===== config.mk =====
export PLATFORM = sky130hd
export DESIGN_NAME = rf_poll_timing_config
export DESIGN_NICKNAME = d
export VERILOG_FILES = /design/src/rf_poll_pkg.sv /design/src/tick_divider.sv /design/src/rf_poll_timing_config.sv
export VERILOG_INCLUDE_DIRS = /design/src /design/src/src
export SDC_FILE = /design/constraint.sdc
export NUM_CORES = 1
export LEC_CHECK = 0
export ABC_AREA = 0
export BUFFER_PORTS_ARGS = -buffer_cell sky130_fd_sc_hd__clkbuf_2
export CAP_MARGIN = 10
export CORE_MARGIN = 5
export CORE_UTILIZATION = 37
export CTS_CLUSTER_SIZE = 28
export DETAILED_ROUTE_END_ITERATION = 6
export PLACE_DENSITY = 0.56
export SLEW_MARGIN = 25
export SYNTH_ARGS = -nofsm -noshare
export SYNTH_HDL_FRONTEND = slang
export SYNTH_SLANG_ARGS = --single-unit

===== constraint.sdc =====
create_clock -name sys_clk -period 2.5 [get_ports sys_clk]
set_input_delay 0.25 -clock sys_clk [delete_from_list [all_inputs] [get_ports sys_clk]]
set_output_delay 0.25 -clock sys_clk [all_outputs]
set_load 0.01 [all_outputs]

===== src/rf_poll_map.svh =====
// register offsets, field positions, reset values and timing counts
`ifndef RF_POLL_MAP_SVH
`define RF_POLL_MAP_SVH

`define RF_MODSLEEP_ADDR 4'h3
`define RF_CHKLIM_ADDR 4'h4

`define RF_MODSLEEP_RST 8'h28
`define RF_CHKLIM_RST 8'h50

`define RF_MODSEL_BIT 7
`define RF_SLEEP_MSB 6
`define RF_SLEEP_LSB 2
`define RF_SLEEPX_BIT 1
`define RF_LIMX_BIT 0
`define RF_CHK_MSB 7
`define RF_CHK_LSB 6
`define RF_LIM_MSB 5
`define RF_LIM_LSB 0

`define RF_SLEEP_UNIT 32'h00000400
`define RF_SLEEP_XMUL 20'h8
`define RF_CHK_STEP 4'h3
`define RF_RANGE0_MUL 8'h8
`define RF_DCLK_DIV 8'h10

`endif


===== src/rf_poll_pkg.sv =====
// state types of the polling timing configuration block
package rf_poll_pkg;

  typedef enum logic [1:0] {
    SLEEP_IDLE = 2'b01,
    SLEEP_RUN = 2'b10
  } sleep_state_type;

  typedef struct packed {
    logic [7:0] modSleep;
    logic [7:0] chkLim;
    sleep_state_type sleepState;
    logic sleepDone;
    logic [19:0] sleepCnt;
    logic [19:0] sleepTarget;
    logic [6:0] edgeCnt;
    logic edgeShort;
    logic edgeOk;
    logic txPhase;
    logic [7:0] rdData;
    logic rdValid;
  } cfg_state_type;

  typedef struct packed {
    logic [7:0] cnt;
  } tick_state_type;

endpackage


===== src/tick_divider.sv =====
// programmable divider turning enable pulses into a slower tick
`timescale 1ns/100ps
module tick_divider
  import rf_poll_pkg::*;
(
  // clock and reset
  input wire logic sys_clk,
  input wire logic rst_n,
  // control
  input wire logic en,
  input wire logic clear,
  input wire logic [7:0] period,
  // output
  output logic tick
);

  tick_state_type st_r;
  tick_state_type st_nxt;

  // period zero behaves as period one
  assign tick = en && !clear && (({1'b0, st_r.cnt} + 9'h001) >= {1'b0, period});

  always_comb begin
    st_nxt = st_r;
    if (clear || tick) begin
      st_nxt.cnt = 8'h00;
    end else if (en) begin
      st_nxt.cnt = st_r.cnt + 8'h01;
    end
  end

  always_ff @(posedge sys_clk) begin
    if (!rst_n) begin
      st_r <= '{cnt: 8'h00};
    end else begin
      st_r <= st_nxt;
    end
  end

endmodule


===== src/rf_poll_timing_config.sv =====
// modulation, sleep and bit-check timing configuration with its timers
`timescale 1ns/100ps
`include "rf_poll_map.svh"
module rf_poll_timing_config
  import rf_poll_pkg::*;
#(
  parameter int SLEEP_UNIT = `RF_SLEEP_UNIT,
  parameter logic [7:0] DCLK_DIV = `RF_DCLK_DIV
) (
  // clock and reset
  input wire logic sys_clk,
  input wire logic rst_n,
  // register port
  input wire logic wrEn,
  input wire logic rdEn,
  input wire logic [3:0] addr,
  input wire logic [7:0] wrData,
  output logic [7:0] rdData,
  output logic rdValid,
  // protocol side inputs
  input wire logic txMode,
  input wire logic [1:0] bitRateRange,
  input wire logic sleepStart,
  input wire logic edgeIn,
  // configuration outputs
  output logic modulation_select,
  output logic [3:0] check_bit_count,
  output logic [5:0] limitMin,
  // timing outputs
  output logic sleepBusy,
  output logic sleepDone,
  output logic dclkTick,
  output logic xdclkTick,
  output logic edgeShort,
  output logic edgeOk,
  output logic txHalfTick,
  output logic txBitTick
);

  cfg_state_type st_r;
  cfg_state_type st_nxt;
  logic [7:0] rangeMul;
  logic [7:0] prescale;
  logic [7:0] halfPeriod;
  logic [19:0] sleepTargetNew;

  //////////////////////////////////////////////////////////////////////////////
  // field decode
  assign modulation_select = st_r.modSleep[`RF_MODSEL_BIT];
  assign check_bit_count = `RF_CHK_STEP * {2'b00, st_r.chkLim[`RF_CHK_MSB:`RF_CHK_LSB]};
  // values below ten are stored as written
  assign limitMin = st_r.chkLim[`RF_LIM_MSB:`RF_LIM_LSB];
  assign rangeMul = `RF_RANGE0_MUL >> bitRateRange;
  assign prescale = st_r.modSleep[`RF_LIMX_BIT] ? (rangeMul << 1) : rangeMul;
  assign halfPeriod = {2'b00, limitMin} + 8'h01;
  assign sleepTargetNew = 20'({15'h0000, st_r.modSleep[`RF_SLEEP_MSB:`RF_SLEEP_LSB]}
    * 20'(SLEEP_UNIT)
    * (st_r.modSleep[`RF_SLEEPX_BIT] ? `RF_SLEEP_XMUL : 20'h1));

  assign sleepBusy = (st_r.sleepState == SLEEP_RUN);
  assign sleepDone = st_r.sleepDone;
  assign edgeShort = st_r.edgeShort;
  assign edgeOk = st_r.edgeOk;
  assign rdData = st_r.rdData;
  assign rdValid = st_r.rdValid;
  assign txBitTick = txHalfTick && st_r.txPhase;

  //////////////////////////////////////////////////////////////////////////////
  // dividers
  tick_divider baseDiv (
    .sys_clk(sys_clk),
    .rst_n(rst_n),
    .en(1'b1),
    .clear(1'b0),
    .period(DCLK_DIV),
    .tick(dclkTick)
  );

  tick_divider scaledDiv (
    .sys_clk(sys_clk),
    .rst_n(rst_n),
    .en(dclkTick),
    .clear(wrEn),
    .period(prescale),
    .tick(xdclkTick)
  );

  tick_divider halfBitDiv (
    .sys_clk(sys_clk),
    .rst_n(rst_n),
    .en(xdclkTick && txMode),
    .clear(!txMode || wrEn),
    .period(halfPeriod),
    .tick(txHalfTick)
  );

  //////////////////////////////////////////////////////////////////////////////
  // next state
  always_comb begin
    st_nxt = st_r;
    st_nxt.sleepDone = 1'b0;
    st_nxt.edgeShort = 1'b0;
    st_nxt.edgeOk = 1'b0;
    st_nxt.rdValid = 1'b0;
    if (wrEn && addr == `RF_MODSLEEP_ADDR) begin
      st_nxt.modSleep = wrData;
    end else if (wrEn && addr == `RF_CHKLIM_ADDR) begin
      st_nxt.chkLim = wrData;
    end
    if (rdEn) begin
      st_nxt.rdValid = 1'b1;
      if (addr == `RF_MODSLEEP_ADDR) begin
        st_nxt.rdData = st_r.modSleep;
      end else if (addr == `RF_CHKLIM_ADDR) begin
        st_nxt.rdData = st_r.chkLim;
      end else begin
        st_nxt.rdData = 8'h00;
      end
    end
    case (st_r.sleepState)
      SLEEP_IDLE: begin
        if (sleepStart) begin
          st_nxt.sleepCnt = 20'h00000;
          st_nxt.sleepTarget = sleepTargetNew;
          if (sleepTargetNew == 20'h00000) begin
            st_nxt.sleepDone = 1'b1;
          end else begin
            st_nxt.sleepState = SLEEP_RUN;
          end
        end
      end
      SLEEP_RUN: begin
        if (dclkTick) begin
          st_nxt.sleepCnt = st_r.sleepCnt + 20'h00001;
          if (st_r.sleepCnt + 20'h00001 == st_r.sleepTarget) begin
            st_nxt.sleepDone = 1'b1;
            st_nxt.sleepState = SLEEP_IDLE;
          end
        end
      end
      default: begin
        st_nxt.sleepState = SLEEP_IDLE;
      end
    endcase
    if (txMode) begin
      st_nxt.edgeCnt = 7'h00;
    end else if (edgeIn) begin
      st_nxt.edgeCnt = 7'h00;
      st_nxt.edgeShort = (st_r.edgeCnt < {1'b0, limitMin});
      st_nxt.edgeOk = !(st_r.edgeCnt < {1'b0, limitMin});
    end else if (xdclkTick && st_r.edgeCnt != 7'h7f) begin
      st_nxt.edgeCnt = st_r.edgeCnt + 7'h01;
    end
    if (!txMode || wrEn) begin
      st_nxt.txPhase = 1'b0;
    end else if (txHalfTick) begin
      st_nxt.txPhase = !st_r.txPhase;
    end
  end

  always_ff @(posedge sys_clk) begin
    if (!rst_n) begin
      st_r <= '{modSleep: `RF_MODSLEEP_RST, chkLim: `RF_CHKLIM_RST,
        sleepState: SLEEP_IDLE, sleepDone: 1'b0, sleepCnt: 20'h00000,
        sleepTarget: 20'h00000, edgeCnt: 7'h00, edgeShort: 1'b0, edgeOk: 1'b0,
        txPhase: 1'b0, rdData: 8'h00, rdValid: 1'b0};
    end else begin
      st_r <= st_nxt;
    end
  end

  //////////////////////////////////////////////////////////////////////////////
  // checks
  logic [19:0] busyTicks;
  logic [7:0] dclkSince;
  logic [7:0] xdSince;
  logic [6:0] edgeSince;

  always_ff @(posedge sys_clk) begin
    if (!rst_n || sleepStart) begin
      busyTicks <= 20'h00000;
    end else if (sleepBusy && dclkTick) begin
      busyTicks <= busyTicks + 20'h00001;
    end
    if (!rst_n || wrEn || xdclkTick) begin
      dclkSince <= 8'h00;
    end else if (dclkTick) begin
      dclkSince <= dclkSince + 8'h01;
    end
    if (!rst_n || wrEn || !txMode || txBitTick) begin
      xdSince <= 8'h00;
    end else if (xdclkTick) begin
      xdSince <= xdSince + 8'h01;
    end
    if (!rst_n || txMode || edgeIn) begin
      edgeSince <= 7'h00;
    end else if (xdclkTick && edgeSince != 7'h7f) begin
      edgeSince <= edgeSince + 7'h01;
    end
  end
endmodule


## Word level (Yosys, flattened, before mapping)

Index checks and enable logic that the tools add are counted.
W data, S select, Z words.

| storage, ports and cells | value |
|---|---|
| flip-flop bits (word level) | 92 |
| input port bits | 21 |
| output and inout bits | 28 |
| word-level logic and storage cells | 85 |

| cells by class | value |
|---|---|
| add/sub/neg operators | 9 |
| multiply operators | 2 |
| $lt $le $gt $ge | 4 |
| equality and inequality tests | 10 |
| shifts and indexed selects | 1 |
| muxes and demuxes | 12 |
| bitwise gates (word level) | 3 |
| reductions and logical operators | 29 |

Operators by type and width:

| cell | count |
|---|---|
| $mux W43 | 1 |
| $pmux W21 S2 | 1 |
| $add A8 B1 Y9 const B | 3 |
| $add A8 B1 Y8 const B | 3 |
| $mux W8 | 3 |
| $mux W23 | 1 |
| $add A20 B1 Y20 const B | 1 |
| $eq A20 B20 Y1 | 1 |
| $logic_not A20 Y1 | 1 |
| $ge A9 B5 Y1 const B | 1 |
| $ge A9 B7 Y1 | 1 |
| $ge A9 B8 Y1 | 1 |
| $logic_and A1 B1 Y1 | 9 |
| $mul A5 B4 Y9 | 1 |
| $reduce_or A2 Y1 | 4 |
| $shr A4 B2 Y8 const A | 1 |
| $add A6 B1 Y7 const B | 1 |
| $add A7 B1 Y7 const B | 1 |
| $lt A7 B6 Y1 | 1 |
| $ne A7 B7 Y1 const B | 1 |
| $reduce_or A3 Y1 | 2 |
| $logic_not A1 Y1 | 5 |
| $eq A4 B2 Y1 const B | 1 |
| $eq A4 B3 Y1 const B | 1 |
| other kinds (16) | 24 |

## Logic depth before layout (Yosys ltp)

| logic depth | value |
|---|---|
| depth after elaboration | 9 |
| mapped depth | 13 |
| gate-level depth less buffers | 11 |

## Cells and area by module

From an unflattened synthesis, not the netlist that was laid out.

| second synthesis, totals | value |
|---|---|
| cells, all modules | 789 |
| area total of the unflattened synthesis | 6367.4 um^2 |

Modules (own cells, without submodules):

| module | times used | cells an instance | area each (um^2) | sequential area each (um^2) |
|---|---|---|---|---|
| rf_poll_timing_config | 1 | 516 | 4135.2 | 1341.3 |
| tick_divider at baseDiv ... | 2 | 92 | 747.0 | 160.2 |
| tick_divider at scaledDiv | 1 | 89 | 738.2 | 160.2 |

## Worst setup path before layout

No wires, ideal clock.

| timing path | value |
|---|---|
| kind | reg2out |
| from | register st_r[70] in the netlist's numbering |
| to | output txBitTick |
| arrival time | 2.383 ns |
| data required time | 2.250 ns |
| setup slack | -0.133 ns |
| stages on the path, launching flop included | 13 |
| buffers on the path | 2 |
| cells stage by stage | dfxtp_1 -> clkbuf_1 -> xnor2_1 -> nand2_1 -> ha_1 -> a21o_1 -> a21o_1 -> a21oi_1 -> o211ai_1 -> clkbuf_1 -> nand3_1 -> nor2_1 -> and2_1 |

| on the way | value |
|---|---|
| word-level cells in the longest chain between the ends | 7 |

Ends and longest elaborated chain:

| what | RTL line | RTL |
|---|---|---|
| start, declared | rf_poll_timing_config.sv:40 | `cfg_state_type st_r;` |
| start signal, assigned | rf_poll_timing_config.sv:163 | `` st_r <= '{modSleep: `RF_MODSLEEP_RST, chkLim: `RF_CHKLIM_RST, `` |
| start signal, assigned | rf_poll_timing_config.sv:168 | `st_r <= st_nxt;` |
| $mux W8 | rf_poll_timing_config.sv:54 | `` assign prescale = st_r.modSleep[`RF_LIMX_BIT] ? (rangeMul << 1) : rangeMul; `` |
| $ge A9 B8 Y1 | tick_divider.sv:21 | `assign tick = en && !clear && (({1'b0, st_r.cnt} + 9'h001) >= {1'b0, period});` |
| $logic_and A1 B1 Y1 | tick_divider.sv:21 |  |
| $logic_and A1 B1 Y1 | rf_poll_timing_config.sv:91 | `.en(xdclkTick && txMode),` |
| $logic_and A1 B1 Y1 (2 in series) | tick_divider.sv:21 |  |
| net txHalfTick | rf_poll_timing_config.sv:36 | `output logic txHalfTick,` |
| $logic_and A1 B1 Y1 | rf_poll_timing_config.sv:66 | `assign txBitTick = txHalfTick && st_r.txPhase;` |
| end, declared | rf_poll_timing_config.sv:37 | `output logic txBitTick` |

The timed path passes the listed nets, and every way through them passes these cells.

## Worst setup path in the final report

| timing path | value |
|---|---|
| from | register st_r (netlist bit limitMin[0]) |
| to | output txBitTick |

| on the way | value |
|---|---|
| word-level cells in the longest chain between the ends | 4 |

Ends and longest elaborated chain:

| what | RTL line | RTL |
|---|---|---|
| $add A6 B1 Y7 | rf_poll_timing_config.sv:55 | `assign halfPeriod = {2'b00, limitMin} + 8'h01;` |
| $ge A9 B7 Y1 | tick_divider.sv:21 |  |
| $logic_and A1 B1 Y1 | tick_divider.sv:21 |  |
| $logic_and A1 B1 Y1 | rf_poll_timing_config.sv:66 |  |

Every way passes these cells.

==> impl_metrics.json <==
{
  "setup_slack_ns": -0.329,
  "period_share_pct": 113,
  "critPathBufInv": 2,
  "antennaDiodeCount": 0,
  "rsz0062_at_grt": "true",
  "grt_max_degree": 60,
  "fin_cells": 936,
  "critPathCaptureType": "output port",
  "area_growth_pct": 25.8,
  "fp.dieW_um": 132,
  "clk_pin_slew_ns": 0.07,
  "synth_area_per_cell_um2": 8.35,
  "postRouteAntennaNets": 0,
  "synth_warnings": 0,
  "cp_max_fo": 3,
  "cts_tree": "built",
  "slowest_delay_ns": 0.34,
  "hpwl_um": 9950,
  "hold_class": "primary input to flip-flop",
  "placed_area_mm2": 0.00623,
  "nets": 800,
  "fin_area_mm2": 0.00694,
  "worstPathCellList": "ha_4, inv_2, ha_4, a21o_1, a21o_1, a21o_1, a211o_1, a221oi_2, nor2_2, and2_1, clkbuf_2",
  "post-route-drc-count": 0,
  "synth_cells": 661,
  "drt_first_pass_iters": 5,
  "cts_max_level": 3,
  "wl_met2_um": 6440,
  "start_kind": "flip-flop",
  "timing.hold.ws_ns": 0.139,
  "arrival_ns": 2.58,
  "first_global_vias": 4881,
  "netlist-cell-type-count": 63,
  "ios": 49,
  "worst-setup-path-type": "flip-flop to output port",
  "drive_gt1_share_pct": 27.8,
  "fmax_mhz": 354,
  "port_buffers": 48,
  "slew_viol_final": 0,
  "tightest_slew_ns": 0.562,
  "synth_area_leaders": "dfxtp_1 33%, ha_1 7.0%, nand2_1 4.1%",
  "power.leakage_nw": 2.84,
  "dp.cells": 905,
  "met3_length_um": 680,
  "crit_family": "compound AO/OA/AOI/OAI gates",
  "ys.flop_type": "dfxtp_1",
  "via_per_inst": 5.16,
  "highest_layer": "met4",
  "clockBufferDepth": 2,
  "cts_sinks": 91,
  "power_mw": 3.47,
  "fin_skew_ns": 0.00879,
  "cts_buffers": 9,
  "wl_per_cell_um": 14.6,
  "drv_cap": 0,
  "worstPathRequired_ns": 2.25,
  "place_congestion": 0.862,
  "place_ws_ns": -0.0800,
  "status": "finished, violations left",
  "netlist_area_mm2": 0.00552,
  "grt_pass1_wl_um": 23300,
  "synthArstFlopShare_pct": 0,
  "synth_largest_area_cell": "dfxtp_1",
  "p_per_area_mw_per_mm2": 500,
  "layout_min_cycle_time_ns": 2.83,
  "rows": 44,
  "vias": 4833,
  "antenna_found_initial": 0,
  "wl_um": 13700,
  "clk_latency_ns": 0.35,
  "grtUsageTotal_pct": 15.9,
  "cp_common_cell": "a21o_1",
  "start_util_pct": 37.8,
  "max-vdd-ir-drop_v": 0.000362,
  "m1WireLength_um": 6260,
  "fillCellCount": 1367,
  "die_area_mm2": 0.0175,
  "synth_seq_area_share_pct": 33.0,
  "synth_top_area_share_pct": 33.0,
  "finalSetupTns_ns": -0.754,
  "first_iter_violations": 305,
  "violations": "setup timing",
  "grt_overflow": 0,
  "setup-violations-final": 5,
  "synth_edf_count": 0,
  "slowest_stage": "dfxtp_2",
  "core_mm2": 0.0146,
  "cts_root_buf": "clkbuf_16",
  "die_h_um": 132,
  "relSlewSlack_pct": 62.4,
  "hold_viol": 0,
  "postCtsHoldBufs": 0,
  "postLayoutCoreUtil_pct": 47.6,
  "ys_ff_latch": 91,
  "synth.most_common_cell": "dfxtp_1",
  "ys_top_cells_by_count": "91 x dfxtp_1, 61 x nand2_1, 44 x nor2_1, 31 x ha_1, 31 x inv_1"
}
==> timing repair <==
action	in CTS	in global routing
pin swaps	17	17
resized for setup	27	38
endpoints found under the hold margin	0	0
setup endpoints to repair	27	33
buffers inserted	6	9
==> state kept, by name, summed over array words and instances, names as in the netlist <==
name,count
limitMin,6
halfBitDiv.st_r,8
edgeShort,1
rdValid,1
edgeOk,1
sleepDone,1
rdData,8
modulation_select,1
baseDiv.st_r,8
scaledDiv.st_r,8
st_r,48
==> kinds of logic (layout without fill, tap and decap cells) <==
logic type      Yosys count  after routing  synth area share [%]
simple gates            266            266                  26.7
compound gates          121            121                  14.9
flops                    91             91                  33.0
buf+inv                  82            168                  6.78
xor+xnor                 48             48                  7.62
fa+ha+maj                32             32                  7.39
mux                      19             19                  3.47
other cells               2              7                 0.136
==> where the power goes <==
| part | switching (mW) | internal [mW] |
|---|---|---|
| Clock | 0.607 | 0.833 |
| Combinational | 0.295 | 0.220 |
| Sequential | 0.0283 | 1.48 |
==> cell usage in the layout (no fill, tap or decap), types with 8 or more instances in the layout <==
master / instances
a21oi_1: 14
nand2b_1: 10
nand3_1: 24
dfxtp_2: 19
nand4_1: 15
a21o_1: 8
clkbuf_16: 9
ha_1: 22
a22oi_1: 10
nor2b_1: 19
and2_1: 24
inv_1: 30
mux2i_1: 18
buf_4: 68
a21boi_0: 13
nand2_1: 60
o21ai_0: 29
xnor2_1: 23
nor2_1: 40
xor2_1: 23
dfxtp_1: 70
o22ai_1: 8
and3_1: 11
clkbuf_2: 46
==> final timing paths <==
path	start	to	slack, ns	cells after the start
min	wrData[3]	st_r[73]	0.14	3
max reg2reg	st_r[40]	st_r[61]	-0.08	9
min reg2reg	st_r[9]	st_r[9]	0.48	2
max	limitMin[0]	txBitTick	-0.33	11
==> cell type report <==
class	count	area, um^2	area share [%]
multi-input cells	493	3600	51.9
clock buffers	11	253	3.64
clock inverters	5	60.1	0.865
flip-flops and latches	91	1850	26.7
well taps	184	230	3.32
inverters	31	116	1.68
repair buffers	121	823	11.9
==> worst min-delay path: stages <==
cell      delay, ns
clkbuf_2       0.10
mux2i_1        0.06
nand2_1        0.05
==> per-layer routing <==
layer  vias to the layer above  GRT usage [%]
met2                       104           25.7
met5                         -              0
met3                        23           3.78
li1                       2456              -
met4                         0           5.60
met1                      2250           20.6
No activity file was read; power rests on OpenSTA's default activity.
